**src/shared/pvirq_map.svh**
```systemverilog
/*
 Constants of the prioritized vectored interrupt controller: register offsets,
 field positions, reset values and vector layout.
 Assumes it is included by the package and by the controller module.
*/
// What this block does
// - Fifteen request lines, each enabled and leveled
// - Upper priority bits 7..0 select lines 14..7
// - Software flag writes act like hardware
// - Individual enable gates; global enable clear blocks all
// - Only high level preempts low; none preempts high
// - High level request wins over low level
// - Fixed order within level, line 0 first
// - Sample at instruction start, evaluate next start
// - No call while equal or higher level active
// - No call after exit or enable/priority write
// - Blocked requests are not remembered
// - Each line vectors to its fixed address
// - Lines 0..6 default to external pins, timers and serial units
// - Core pushes PC only, then loads vector
// - Serial flags never cleared; external only if edge
// - Interrupt exit ends level; plain return does not
// - Trigger type selects low level or falling edge
// - Pin levels inverted before entering request flags
// - Edge flag cleared when routine is called
// - Call takes two core machine cycles
// - Blocked delay bounded by core instruction lengths
// - Global enable is bit 7 of lower enable
// - Timer overflow flags cleared on vectoring
`ifndef PVIRQ_MAP_SVH
`define PVIRQ_MAP_SVH
// ==========================================================
// Register byte offsets
`define PVIRQ_OFF_EN_LO 8'h00
`define PVIRQ_OFF_EN_HI 8'h04
`define PVIRQ_OFF_PR_LO 8'h08
`define PVIRQ_OFF_PR_HI 8'h0C
`define PVIRQ_OFF_TCTL 8'h10
`define PVIRQ_OFF_STAT 8'h14
// ==========================================================
// Field positions
`define PVIRQ_GIE_BIT 7
`define PVIRQ_TF1_BIT 7
`define PVIRQ_TF0_BIT 5
`define PVIRQ_IE1_BIT 3
`define PVIRQ_IT1_BIT 2
`define PVIRQ_IE0_BIT 1
`define PVIRQ_IT0_BIT 0
// ==========================================================
// Reset values and vector layout
`define PVIRQ_REG_RST 8'h00
`define PVIRQ_PIN_RST 3'h7
`define PVIRQ_VEC_BASE 16'h0003
`define PVIRQ_VEC_ODD 16'h0005
`define PVIRQ_VEC_STRIDE 16'h0010
`define PVIRQ_MAX_LINES 15
`define PVIRQ_RESP_OK 2'h0
`define PVIRQ_RESP_ERR 2'h2
`endif

```
**src/shared/pvirq_pkg.sv**
```systemverilog
/*
 Types of the prioritized vectored interrupt controller.
 Assumes pvirq_map.svh is on the include path.
*/
`include "pvirq_map.svh"
package pvirq_pkg;
	typedef enum logic [0:0] {PV_IDLE, PV_CALL} pvirq_fsm_t;

	// Instruction events from the core
	typedef struct packed {
		logic start;
		logic is_exit;
	} pvirq_core_t;

	// Vector call request to the core
	typedef struct packed {
		logic req;
		logic [15:0] addr;
		logic [3:0] src;
	} pvirq_call_t;

	typedef struct packed {
		logic [7:0] en_lo;
		logic [7:0] en_hi;
		logic [7:0] pr_lo;
		logic [7:0] pr_hi;
		logic it0;
		logic it1;
		logic ie0;
		logic ie1;
		logic tf0;
		logic tf1;
		logic [2:0] p0_sync;
		logic [2:0] p1_sync;
		logic p0_lvl;
		logic p1_lvl;
		logic [14:0] sample;
		logic blk;
		logic ip_hi;
		logic ip_lo;
		logic cur_hi;
		pvirq_fsm_t fsm;
		pvirq_call_t call;
		logic aw_got;
		logic w_got;
		logic [7:0] awaddr;
		logic [7:0] wdata;
		logic wlane0;
		logic awready;
		logic wready;
		logic bvalid;
		logic [1:0] bresp;
		logic arready;
		logic rvalid;
		logic [31:0] rdata;
		logic [1:0] rresp;
	} pvirq_state_t;
endpackage

```
**src/hdl/pvirq_top.sv**
```systemverilog
/*
 Two-level vectored interrupt controller with AXI4-Lite register access.
 Assumes a core that pulses instruction start and interrupt exit, and that
 acknowledges a vector call once it performs it. Peripherals above line 3
 own their flags and drive them as levels.
*/
`include "pvirq_map.svh"
module pvirq_top #(
	parameter int NUM_LINES = 15
)(
	input wire logic core_clk,
	input wire logic rst,
	input wire logic [7:0] s_axi_awaddr,
	input wire logic s_axi_awvalid,
	output logic s_axi_awready,
	input wire logic [31:0] s_axi_wdata,
	input wire logic [3:0] s_axi_wstrb,
	input wire logic s_axi_wvalid,
	output logic s_axi_wready,
	output logic [1:0] s_axi_bresp,
	output logic s_axi_bvalid,
	input wire logic s_axi_bready,
	input wire logic [7:0] s_axi_araddr,
	input wire logic s_axi_arvalid,
	output logic s_axi_arready,
	output logic [31:0] s_axi_rdata,
	output logic [1:0] s_axi_rresp,
	output logic s_axi_rvalid,
	input wire logic s_axi_rready,
	input wire pvirq_pkg::pvirq_core_t core_ev,
	input wire logic vec_ack,
	output pvirq_pkg::pvirq_call_t vec_call,
	input wire logic ext0_pin_n,
	input wire logic ext1_pin_n,
	input wire logic timer0_ovf_set,
	input wire logic timer1_ovf_set,
	input wire logic [14:4] periph_req
);
	if (NUM_LINES < 1 || NUM_LINES > `PVIRQ_MAX_LINES)
	begin : g_bad_lines
		$error("NUM_LINES must be 1 to 15");
	end

	pvirq_pkg::pvirq_state_t st_ff;
	pvirq_pkg::pvirq_state_t nxt_st;
	logic [14:0] live_mask;
	logic [14:0] flags;
	logic [14:0] enab;
	logic [14:0] prio;
	logic [14:0] cand;
	logic [14:0] cand_hi;
	logic win_found;
	logic win_hi;
	logic [3:0] win_src;
	logic blocked;
	logic p0_stable;
	logic p1_stable;
	logic p0_fall;
	logic p1_fall;
	logic wr_do;
	logic rd_do;
	logic [7:0] rd_byte;
	logic rd_hit;

	// Vector of line i: even lines at base, odd lines five bytes later
	function automatic logic [15:0] vec_of(input logic [3:0] src);
		logic [15:0] v;
		v = `PVIRQ_VEC_BASE + `PVIRQ_VEC_STRIDE * {13'h0000, src[3:1]};
		if (src[0])
			v = v + `PVIRQ_VEC_ODD;
		return v;
	endfunction

	// ==========================================================
	// Request flags and priority pick
	genvar gi;
	generate
		for (gi = 0; gi < 15; gi++)
		begin : g_line
			assign live_mask[gi] = (gi < NUM_LINES);
		end
	endgenerate

	// Lines 0 and 2 are the external pin flags, 1 and 3 the timer flags, 4..14 come from their peripherals
	assign flags[0] = st_ff.it0 ? st_ff.ie0 : ~st_ff.p0_lvl;
	assign flags[1] = st_ff.tf0;
	assign flags[2] = st_ff.it1 ? st_ff.ie1 : ~st_ff.p1_lvl;
	assign flags[3] = st_ff.tf1;
	assign flags[14:4] = periph_req;

	assign enab = {st_ff.en_hi, st_ff.en_lo[6:0]} & live_mask;
	assign prio = {st_ff.pr_hi, st_ff.pr_lo[6:0]};
	assign cand = st_ff.en_lo[`PVIRQ_GIE_BIT] ? (st_ff.sample & enab) : 15'h0000;
	assign cand_hi = cand & prio;

	always_comb
	begin
		win_found = 1'b0;
		win_hi = 1'b0;
		win_src = 4'h0;
		// Downward scan leaves the lowest index: fixed order within level
		for (int i = 14; i >= 0; i--)
		begin
			if (cand_hi[i])
			begin
				win_found = 1'b1;
				win_hi = 1'b1;
				win_src = 4'(i);
			end
		end
		if (!win_hi)
		begin
			for (int i = 14; i >= 0; i--)
			begin
				if (cand[i])
				begin
					win_found = 1'b1;
					win_src = 4'(i);
				end
			end
		end
	end

	// Equal or higher level in progress, or an exit or config write just ran
	assign blocked = st_ff.ip_hi || (st_ff.ip_lo && !win_hi) || st_ff.blk
		|| (st_ff.fsm != pvirq_pkg::PV_IDLE);

	// ==========================================================
	// Pin capture: a change counts once stages two and three agree
	assign p0_stable = (st_ff.p0_sync[1] == st_ff.p0_sync[2]);
	assign p1_stable = (st_ff.p1_sync[1] == st_ff.p1_sync[2]);
	assign p0_fall = p0_stable && !st_ff.p0_sync[2] && st_ff.p0_lvl;
	assign p1_fall = p1_stable && !st_ff.p1_sync[2] && st_ff.p1_lvl;

	// ==========================================================
	// Register bus
	assign wr_do = st_ff.aw_got && st_ff.w_got && !st_ff.bvalid;
	assign rd_do = s_axi_arvalid && st_ff.arready;

	always_comb
	begin
		rd_hit = 1'b1;
		case (s_axi_araddr)
			`PVIRQ_OFF_EN_LO: rd_byte = st_ff.en_lo;
			`PVIRQ_OFF_EN_HI: rd_byte = st_ff.en_hi;
			`PVIRQ_OFF_PR_LO: rd_byte = {1'b0, st_ff.pr_lo[6:0]};
			`PVIRQ_OFF_PR_HI: rd_byte = st_ff.pr_hi;
			`PVIRQ_OFF_TCTL: rd_byte = {st_ff.tf1, 1'b0, st_ff.tf0, 1'b0,
				st_ff.ie1, st_ff.it1, st_ff.ie0, st_ff.it0};
			`PVIRQ_OFF_STAT: rd_byte = {st_ff.ip_hi, st_ff.ip_lo, st_ff.cur_hi,
				st_ff.call.req, st_ff.call.src};
			default:
			begin
				rd_byte = 8'h00;
				rd_hit = 1'b0;
			end
		endcase
	end

	// ==========================================================
	// Next state
	always_comb
	begin
		nxt_st = st_ff;
		// Pins are idle high; flops see them through three stages
		nxt_st.p0_sync = {st_ff.p0_sync[1:0], ext0_pin_n};
		nxt_st.p1_sync = {st_ff.p1_sync[1:0], ext1_pin_n};
		if (p0_stable)
			nxt_st.p0_lvl = st_ff.p0_sync[2];
		if (p1_stable)
			nxt_st.p1_lvl = st_ff.p1_sync[2];

		// Bus handshakes
		nxt_st.awready = !st_ff.aw_got && !s_axi_awvalid ? 1'b1 : !st_ff.aw_got
			&& !(s_axi_awvalid && st_ff.awready);
		if (s_axi_awvalid && st_ff.awready)
		begin
			nxt_st.aw_got = 1'b1;
			nxt_st.awaddr = s_axi_awaddr;
		end
		nxt_st.wready = !st_ff.w_got && !(s_axi_wvalid && st_ff.wready);
		if (s_axi_wvalid && st_ff.wready)
		begin
			nxt_st.w_got = 1'b1;
			nxt_st.wdata = s_axi_wdata[7:0];
			nxt_st.wlane0 = s_axi_wstrb[0];
		end
		if (st_ff.bvalid && s_axi_bready)
		begin
			nxt_st.bvalid = 1'b0;
			nxt_st.aw_got = 1'b0;
			nxt_st.w_got = 1'b0;
			nxt_st.awready = 1'b1;
			nxt_st.wready = 1'b1;
		end
		nxt_st.arready = !st_ff.rvalid && !rd_do;
		if (rd_do)
		begin
			nxt_st.rvalid = 1'b1;
			nxt_st.rdata = {24'h000000, rd_byte};
			nxt_st.rresp = rd_hit ? `PVIRQ_RESP_OK : `PVIRQ_RESP_ERR;
		end
		else if (st_ff.rvalid && s_axi_rready)
		begin
			nxt_st.rvalid = 1'b0;
			nxt_st.arready = 1'b1;
		end

		// Exit or config write blocks exactly the next poll
		if (core_ev.start)
			nxt_st.blk = 1'b0;

		if (wr_do)
		begin
			nxt_st.bvalid = 1'b1;
			nxt_st.bresp = `PVIRQ_RESP_OK;
			case (st_ff.awaddr)
				`PVIRQ_OFF_EN_LO, `PVIRQ_OFF_EN_HI, `PVIRQ_OFF_PR_LO, `PVIRQ_OFF_PR_HI:
					nxt_st.blk = 1'b1;
				`PVIRQ_OFF_TCTL, `PVIRQ_OFF_STAT: ;
				default: nxt_st.bresp = `PVIRQ_RESP_ERR;
			endcase
			if (st_ff.wlane0)
			begin
				case (st_ff.awaddr)
					`PVIRQ_OFF_EN_LO: nxt_st.en_lo = st_ff.wdata;
					`PVIRQ_OFF_EN_HI: nxt_st.en_hi = st_ff.wdata;
					`PVIRQ_OFF_PR_LO: nxt_st.pr_lo = {1'b0, st_ff.wdata[6:0]};
					`PVIRQ_OFF_PR_HI: nxt_st.pr_hi = st_ff.wdata;
					`PVIRQ_OFF_TCTL:
					begin
						// Writes move the flags as hardware would
						nxt_st.tf1 = st_ff.wdata[`PVIRQ_TF1_BIT];
						nxt_st.tf0 = st_ff.wdata[`PVIRQ_TF0_BIT];
						nxt_st.ie1 = st_ff.wdata[`PVIRQ_IE1_BIT];
						nxt_st.it1 = st_ff.wdata[`PVIRQ_IT1_BIT];
						nxt_st.ie0 = st_ff.wdata[`PVIRQ_IE0_BIT];
						nxt_st.it0 = st_ff.wdata[`PVIRQ_IT0_BIT];
					end
					default: ;
				endcase
			end
		end
		if (core_ev.is_exit)
		begin
			nxt_st.blk = 1'b1;
			// Only the top active level ends; a plain return never reaches here
			if (st_ff.ip_hi)
				nxt_st.ip_hi = 1'b0;
			else
				nxt_st.ip_lo = 1'b0;
		end

		// Poll last sample, then take a fresh one; nothing else is kept
		if (core_ev.start)
		begin
			nxt_st.sample = flags & live_mask;
			if (win_found && !blocked)
			begin
				nxt_st.fsm = pvirq_pkg::PV_CALL;
				nxt_st.call.req = 1'b1;
				nxt_st.call.src = win_src;
				nxt_st.call.addr = vec_of(win_src);
				nxt_st.cur_hi = win_hi;
			end
		end

		// The core pushes PC and jumps; this block ends the request, marks the level active and clears a timer flag or an edge-mode pin flag
		case (st_ff.fsm)
			pvirq_pkg::PV_IDLE: ;
			pvirq_pkg::PV_CALL:
			begin
				if (vec_ack)
				begin
					nxt_st.fsm = pvirq_pkg::PV_IDLE;
					nxt_st.call.req = 1'b0;
					if (st_ff.cur_hi)
						nxt_st.ip_hi = 1'b1;
					else
						nxt_st.ip_lo = 1'b1;
					case (st_ff.call.src)
						4'h0: if (st_ff.it0) nxt_st.ie0 = 1'b0;
						4'h1: nxt_st.tf0 = 1'b0;
						4'h2: if (st_ff.it1) nxt_st.ie1 = 1'b0;
						4'h3: nxt_st.tf1 = 1'b0;
						default: ;
					endcase
				end
			end
			default: nxt_st.fsm = pvirq_pkg::PV_IDLE;
		endcase

		// Hardware set events win over any clear in the same cycle
		if (timer0_ovf_set)
			nxt_st.tf0 = 1'b1;
		if (timer1_ovf_set)
			nxt_st.tf1 = 1'b1;
		if (p0_fall && st_ff.it0)
			nxt_st.ie0 = 1'b1;
		if (p1_fall && st_ff.it1)
			nxt_st.ie1 = 1'b1;
	end

	always_ff @(posedge core_clk)
	begin
		if (rst)
		begin
			st_ff <= '0;
			st_ff.p0_sync <= `PVIRQ_PIN_RST;
			st_ff.p1_sync <= `PVIRQ_PIN_RST;
			st_ff.p0_lvl <= 1'b1;
			st_ff.p1_lvl <= 1'b1;
			st_ff.awready <= 1'b1;
			st_ff.wready <= 1'b1;
			st_ff.arready <= 1'b1;
			st_ff.fsm <= pvirq_pkg::PV_IDLE;
		end
		else
			st_ff <= nxt_st;
	end

	assign s_axi_awready = st_ff.awready;
	assign s_axi_wready = st_ff.wready;
	assign s_axi_bvalid = st_ff.bvalid;
	assign s_axi_bresp = st_ff.bresp;
	assign s_axi_arready = st_ff.arready;
	assign s_axi_rvalid = st_ff.rvalid;
	assign s_axi_rdata = st_ff.rdata;
	assign s_axi_rresp = st_ff.rresp;
	assign vec_call = st_ff.call;

	// ==========================================================
	// Checks
	property p_global_gate;
		@(posedge core_clk) disable iff (rst)
		(core_ev.start && !st_ff.en_lo[7] && st_ff.fsm == pvirq_pkg::PV_IDLE) |=> !vec_call.req;
	endproperty
	a_global_gate: assert property (p_global_gate)
		else $error("call raised with global enable clear");

	property p_block_after_exit;
		@(posedge core_clk) disable iff (rst)
		(st_ff.blk && core_ev.start && !vec_call.req) |=> !vec_call.req;
	endproperty
	a_block_after_exit: assert property (p_block_after_exit)
		else $error("call raised right after exit or config write");

	property p_high_not_preempted;
		@(posedge core_clk) disable iff (rst)
		(st_ff.ip_hi && !vec_call.req && !core_ev.is_exit) |=> !vec_call.req;
	endproperty
	a_high_not_preempted: assert property (p_high_not_preempted)
		else $error("high level routine preempted");

	property p_low_only_by_high;
		@(posedge core_clk) disable iff (rst)
		$rose(vec_call.req) && $past(st_ff.ip_lo) |-> st_ff.cur_hi;
	endproperty
	a_low_only_by_high: assert property (p_low_only_by_high)
		else $error("low level routine preempted by low request");

	property p_vector_addr;
		@(posedge core_clk) disable iff (rst)
		vec_call.req |-> vec_call.addr[3:0] == (vec_call.src[0] ? 4'h8 : 4'h3)
			&& vec_call.addr[15:4] == {9'h000, vec_call.src[3:1]};
	endproperty
	a_vector_addr: assert property (p_vector_addr)
		else $error("vector address does not match source");

	property p_call_holds;
		@(posedge core_clk) disable iff (rst)
		(vec_call.req && !vec_ack) |=> vec_call.req && $stable(vec_call.addr);
	endproperty
	a_call_holds: assert property (p_call_holds)
		else $error("call request dropped before acknowledge");

	property p_edge_flag_clear;
		@(posedge core_clk) disable iff (rst)
		(vec_call.req && vec_ack && vec_call.src == 4'h0 && st_ff.it0 && !p0_fall)
			|=> !st_ff.ie0;
	endproperty
	a_edge_flag_clear: assert property (p_edge_flag_clear)
		else $error("edge flag not cleared on call");

	property p_timer_flag_clear;
		@(posedge core_clk) disable iff (rst)
		(vec_call.req && vec_ack && vec_call.src == 4'h1 && !timer0_ovf_set && !wr_do)
			|=> !st_ff.tf0;
	endproperty
	a_timer_flag_clear: assert property (p_timer_flag_clear)
		else $error("timer flag not cleared on call");

	property p_exit_ends_level;
		@(posedge core_clk) disable iff (rst)
		(core_ev.is_exit && st_ff.ip_hi && !vec_ack) |=> !st_ff.ip_hi ##1 !st_ff.ip_hi;
	endproperty
	a_exit_ends_level: assert property (p_exit_ends_level)
		else $error("exit did not end the high level");
endmodule

```
**config.mk**
```make
export PLATFORM = sky130hd
export DESIGN_NAME = pvirq_top
export DESIGN_NICKNAME = d
export VERILOG_FILES = /design/src/shared/pvirq_pkg.sv /design/src/hdl/pvirq_top.sv
export VERILOG_INCLUDE_DIRS = /design/src /design/src/shared
export SDC_FILE = /design/constraint.sdc
export NUM_CORES = 1
export LEC_CHECK = 0
export ABC_CLOCK_PERIOD_IN_PS = 3610
export BUFFER_PORTS_ARGS = -buffer_cell sky130_fd_sc_hd__buf_2
export CAP_MARGIN = 20
export CORE_ASPECT_RATIO = 0.7
export CORE_MARGIN = 2
export CORE_UTILIZATION = 57
export CTS_CLUSTER_SIZE = 20
export DETAILED_ROUTE_END_ITERATION = 12
export PLACE_DENSITY = 0.87
export SYNTH_ARGS = -nofsm -noshare
export SYNTH_HDL_FRONTEND = slang
export SYNTH_SLANG_ARGS = --single-unit
```
**constraint.sdc**
```tcl
create_clock -name core_clk -period 3.61 [get_ports core_clk]
set_clock_uncertainty 0.2 [all_clocks]
set_input_delay 0.361 -clock core_clk [delete_from_list [all_inputs] [get_ports core_clk]]
set_output_delay 0.361 -clock core_clk [all_outputs]
set_load 0.02 [all_outputs]
```
**After elaboration in Yosys (flattened, before gate mapping)**

Index checks and enable logic that the tools add are counted.

- Bits in registers: 122
- Input port bits: 77
- Output and inout port bits: 62
- Logic and storage cells: 210

- $add $sub $neg: 2
- Equal/unequal tests: 15
- Mux-type cells: 103
- Bitwise gates (word level): 4
- Reductions and logical operators: 50

Operators by type and width:

| operator | count |
|---|---|
| $mux W4 | 36 |
| $mux W1 | 53 |
| $pmux W8 S6 | 1 |
| $mux W22 | 2 |
| $eq A8 B4 Y1 const B | 4 |
| $eq A8 B5 Y1 const B | 4 |
| $and A15 B15 Y15 | 2 |
| $logic_and A1 B1 Y1 | 19 |
| $eq A8 B3 Y1 const B | 2 |
| $logic_not A8 Y1 | 2 |
| $mux W15 | 1 |
| $reduce_and A3 Y1 | 5 |
| $mux W2 | 7 |
| $logic_not A1 Y1 | 12 |
| $reduce_or A6 Y1 | 2 |
| $add A8 B3 Y9 const B | 1 |
| $mux W9 | 1 |
| $add A2 B7 Y8 const A | 1 |
| $eq A4 B2 Y1 const B | 2 |
| $mux W3 | 2 |
| $eq A4 B1 Y1 const B | 1 |
| $logic_not A4 Y1 | 1 |
| $reduce_bool A2 Y1 | 2 |
| $reduce_or A4 Y1 | 1 |
| other kinds (6) | 10 |

**Logic depth before layout (Yosys ltp)**

- Depth in word-level cells: 41
- Mapped depth: 9
- Mapped depth without buffers: 7

**Worst setup path before layout**

No wires, ideal clock.

- Kind: input-to-reg
- Start point: input core_ev[1] in the netlist's numbering
- End point: register st_ff (netlist bit vec_call[2])
- Library setup time: 0.071 ns
- Data arrival time: 1.979 ns
- Data required time: 3.339 ns
- Setup slack: 1.361 ns
- Cell stages on the path: 6
- Path buffers: 1
- Cell sequence: buf_6 > or4b_4 > a211oi_4 > nor2_2 > or4b_1 > a21oi_1

- Word-level cells in the longest chain between the ends: 1

Ends and longest elaborated chain:

| element | RTL line | source |
|---|---|---|
| start, declared | pvirq_top.sv:30 | `input wire pvirq_pkg::pvirq_core_t core_ev,` |
| $reduce_and A2 Y1 (no source line) | -- |  |
| end signal, assigned | pvirq_top.sv:319 | `st_ff <= nxt_st;` |
| end, declared | pvirq_top.sv:44 | `pvirq_pkg::pvirq_state_t st_ff;` |

No other way between the ends.
A chain may end at the register's enable or synchronous reset.

**Worst setup path in the final report**

- Start point: register st_ff[146] in the netlist's numbering
- End point: register st_ff (netlist bit vec_call[2])

- Word-level cells in the longest chain between the ends: 33
- Elaborated cells between the ends (all ways): 72
- Those cells by class: mux (63); bitwise (1); reduce/logical (8)

Ends and longest elaborated chain:

| element | RTL line | source |
|---|---|---|
| $mux W15 * | pvirq_top.sv:93 | `` assign cand = st_ff.en_lo[`PVIRQ_GIE_BIT] ? (st_ff.sample & enab) : 15'h0000; `` |
| $and A15 B15 Y15 | pvirq_top.sv:94 | `assign cand_hi = cand & prio;` |
| $mux W4 (15 in series) | pvirq_top.sv:104 | `if (cand_hi[i])` |
| $mux W4 (15 in series) | pvirq_top.sv:115 | `if (cand[i])` |
| $mux W4 | pvirq_top.sv:111 | `if (!win_hi)` |

Mark *: on every way between the ends. The rest lies on a longest branch, timed or not.

==> metrics.csv <==
metric;value;unit
clockRootBuffer;clkbuf_16;
overflow;0;
clk_latency;0.35;ns
rr_worst_depth;8;
critPathArrivalTime;2.77;ns
ir_worst_vdd;0.257;mV
grt_pass1_vias;4203;
synth_mux_area_share;13.1;%
fin_area;0.00572;mm²
cp-end-kind;register;
hold_viol;0;
crit_fanout;42;
core;0.00896;mm²
ys_seq_elements;105;
totalNegativeSetupSlack;0;ns
powerDensity;427;mW/mm²
drt-met1-wl;5630;µm
avgViaCountPerCell;5.82;
clk_pin_slew;0.07;ns
synth_cell_types;63;
wire_per_inst;17.0;µm
synth_top_family_by_area;simple AND/OR/NAND/NOR gates;
synthesis.instances;603;
worstMarginPinSlew;0.755;ns
rsz0062_at_grt;false;
wl;13200;µm
cts_max_path_buffers;2;
crit_type;register to register;
areaGrowthSynthToFinish;9.62;%
die_height;84.0;µm
max_cap_violations;0;
fmax;0.372;GHz
cts_buffers;9;
synthXorXnorAreaFrac;0;%
yosysSeqAreaShare;40.3;%
synth_edf_count;0;
gp_congestion;0.949;
layout-drive-gt1-share;17.8;%
slew_headroom;49.5;%
placed_area;0.00539;mm²
dr.pass1.iters;8;
cts_setup_buffers;0;
finalNetCount;727;
antenna_left;0;
antenna_found_initial;0;
grt_util_all_layers;26.9;%
syn_area;0.00522;mm²
yosysWarnings;0;
synthAdderAreaFrac;0.480;%
drc_errors;0;
initial_core_util;58.2;%
io_pins;139;
slew_viol_final;0;
timing.final.ws_setup;0.921;ns
hp-class;primary input to register;
die_area;0.00995;mm²
fin_crit_sh;74.5;%
wl_met3;1460;µm
met2_length;5950;µm
preCtsSetupSlack;1.02;ns
setup_viol_count_final;0;
die_w;118;µm
status;completed;
vias;4521;
fin_crit;2.69;ns
syn_avg_cell_area;8.65;µm²
hold_path_depth;3;
grt_max_degree;77;
synth-compound-area-share;13.6;%
synth_async_sr_flop_share;0;%
drtIter0Drc;539;
num_rows;29;
cts.htree.levels;3;
cts_tree;yes;
power.static_leakage;0.00266;µW
top_layer_used;met4;
worstPathRequired;3.69;ns
synth_flop_cell;dfxtp_1;
n_antenna_cell;0;
fillers;757;
grt_pass1_wl;21100;µm
portBuffers;75;
clock_sinks;105;
worstSetupStartpointType;register;
synth-simple-area-share;21.2;%
dp_hpwl;9780;µm
[synth_stat cells (6+ instances only)]
cell type | instances | area share (%)
dfxtp_1 | 105 | 40
nor2_1 | 74 | 5.3
nand2_1 | 70 | 5.0
mux2i_1 | 58 | 11
buf_4 | 57 | 8.2
a21oi_1 | 36 | 3.5
clkbuf_1 | 20 | 1.4
nand4_1 | 19 | 2.3
o21ai_0 | 13 | 1.2
inv_1 | 12 | 0.86
nand3_1 | 9 | 0.86
a31oi_1 | 8 | 0.96
a211oi_1 | 7 | 1.0
mux2_2 | 7 | 1.5
nand2b_1 | 7 | 0.84
and2_1 | 6 | 0.72
and3_1 | 6 | 0.72
[flip-flops by register name, summed over array words and instances (netlist names)]
register       cells
enab              15
flags              2
nxt_st             4
prio              15
s_axi_arready      1
s_axi_awready      1
s_axi_bresp        1
s_axi_bvalid       1
s_axi_rdata        8
s_axi_rresp        1
s_axi_rvalid       1
s_axi_wready       1
st_ff             48
vec_call           6
[worst max-delay path, cell delays in order, from the launching register on]
cell     delay [ns]
dfxtp_1        0.31
buf_4          0.33
nand4_1        0.32
nand4_1        0.24
nor3_1         0.12
a21oi_1        0.28
nor2_2         0.14
or4b_1         0.51
a21oi_1        0.16
[metrics by stage]
stage          util, %  hold slack, ns  total power, µW  std cells
6_report          63.8          0.0208             2440        777
3_3_place_gp      60.2           0.192             1450        759
4_1_cts           63.8          0.0228             2450        777
3_5_place_dp      60.2           0.196             1460        759
5_1_grt           63.8          0.0358             2510        777
2_1_floorplan        -           0.189             1430        638
[logic make-up (layout without fill, tap and decap cells)]
| family | after synthesis | count (layout) |
|---|---|---|
| and+or+nand+nor | 227 | 227 |
| adders and majority gates | 2 | 2 |
| muxes | 66 | 66 |
| buffers and inverters | 96 | 111 |
| other | 1 | 36 |
| DFF | 105 | 105 |
| AOI/OAI and AO/OA | 106 | 106 |
[worst paths after layout]
check                                              from                       end  slack [ns]
worst min register to register   nxt_st[104]$_SDFF_PP1_    nxt_st[105]$_SDFF_PP1_        0.21
worst max-delay path            st_ff[146]$_SDFFE_PP0P_  vec_call[2]$_SDFFE_PP0P_        0.92
worst max register to register  st_ff[146]$_SDFFE_PP0P_  vec_call[2]$_SDFFE_PP0P_        0.92
worst min-delay path                     timer0_ovf_set       flags[1]$_SDFF_PP0_        0.02
[report_power, final]
group	total (µW)	switching, µW	internal, µW
combinational	200	130	70.0
sequential	1230	37.3	1200
clock	1010	441	566
total	2440	609	1830
[final cells by class]
class	instances	area (µm²)	area share (%)
tap	124	155	2.71
multi-input combinational	437	2660	46.5
sequential	105	2100	36.8
clock buffer	12	246	4.31
clock inverter	4	58.8	1.03
inverter	12	45.0	0.788
timing repair buffer	83	453	7.92
[repair_timing]
action                                 in CTS  in global routing
setup endpoints to repair                   0                  0
hold buffers                                2                  0
resized for setup                           0                  0
endpoints found under the hold margin       2                  0
[routing by layer]
| metal | vias to the layer above | global-route usage [%] |
|---|---|---|
| met5 | - | 0 |
| met4 | 0 | 6.13 |
| met3 | 19 | 6.42 |
| met2 | 228 | 42.6 |
| met1 | 2134 | 37.3 |
| li1 | 2140 | - |
[placed cells by master (no fill, tap or decap), types with 6 or more instances in the layout]
master,synthesis,layout
a211oi_1,7,7
a21oi_1,36,36
a31oi_1,8,8
and2_1,6,6
and3_1,6,6
buf_2,5,75
clkbuf_16,0,9
conb_1,1,36
dfxtp_1,105,105
inv_1,12,12
mux2_2,7,7
mux2i_1,58,58
nand2_1,70,70
nand2b_1,7,7
nand3_1,9,9
nand4_1,19,19
nor2_1,74,74
o21ai_0,13,13
No activity file was read; power rests on OpenSTA's default activity.
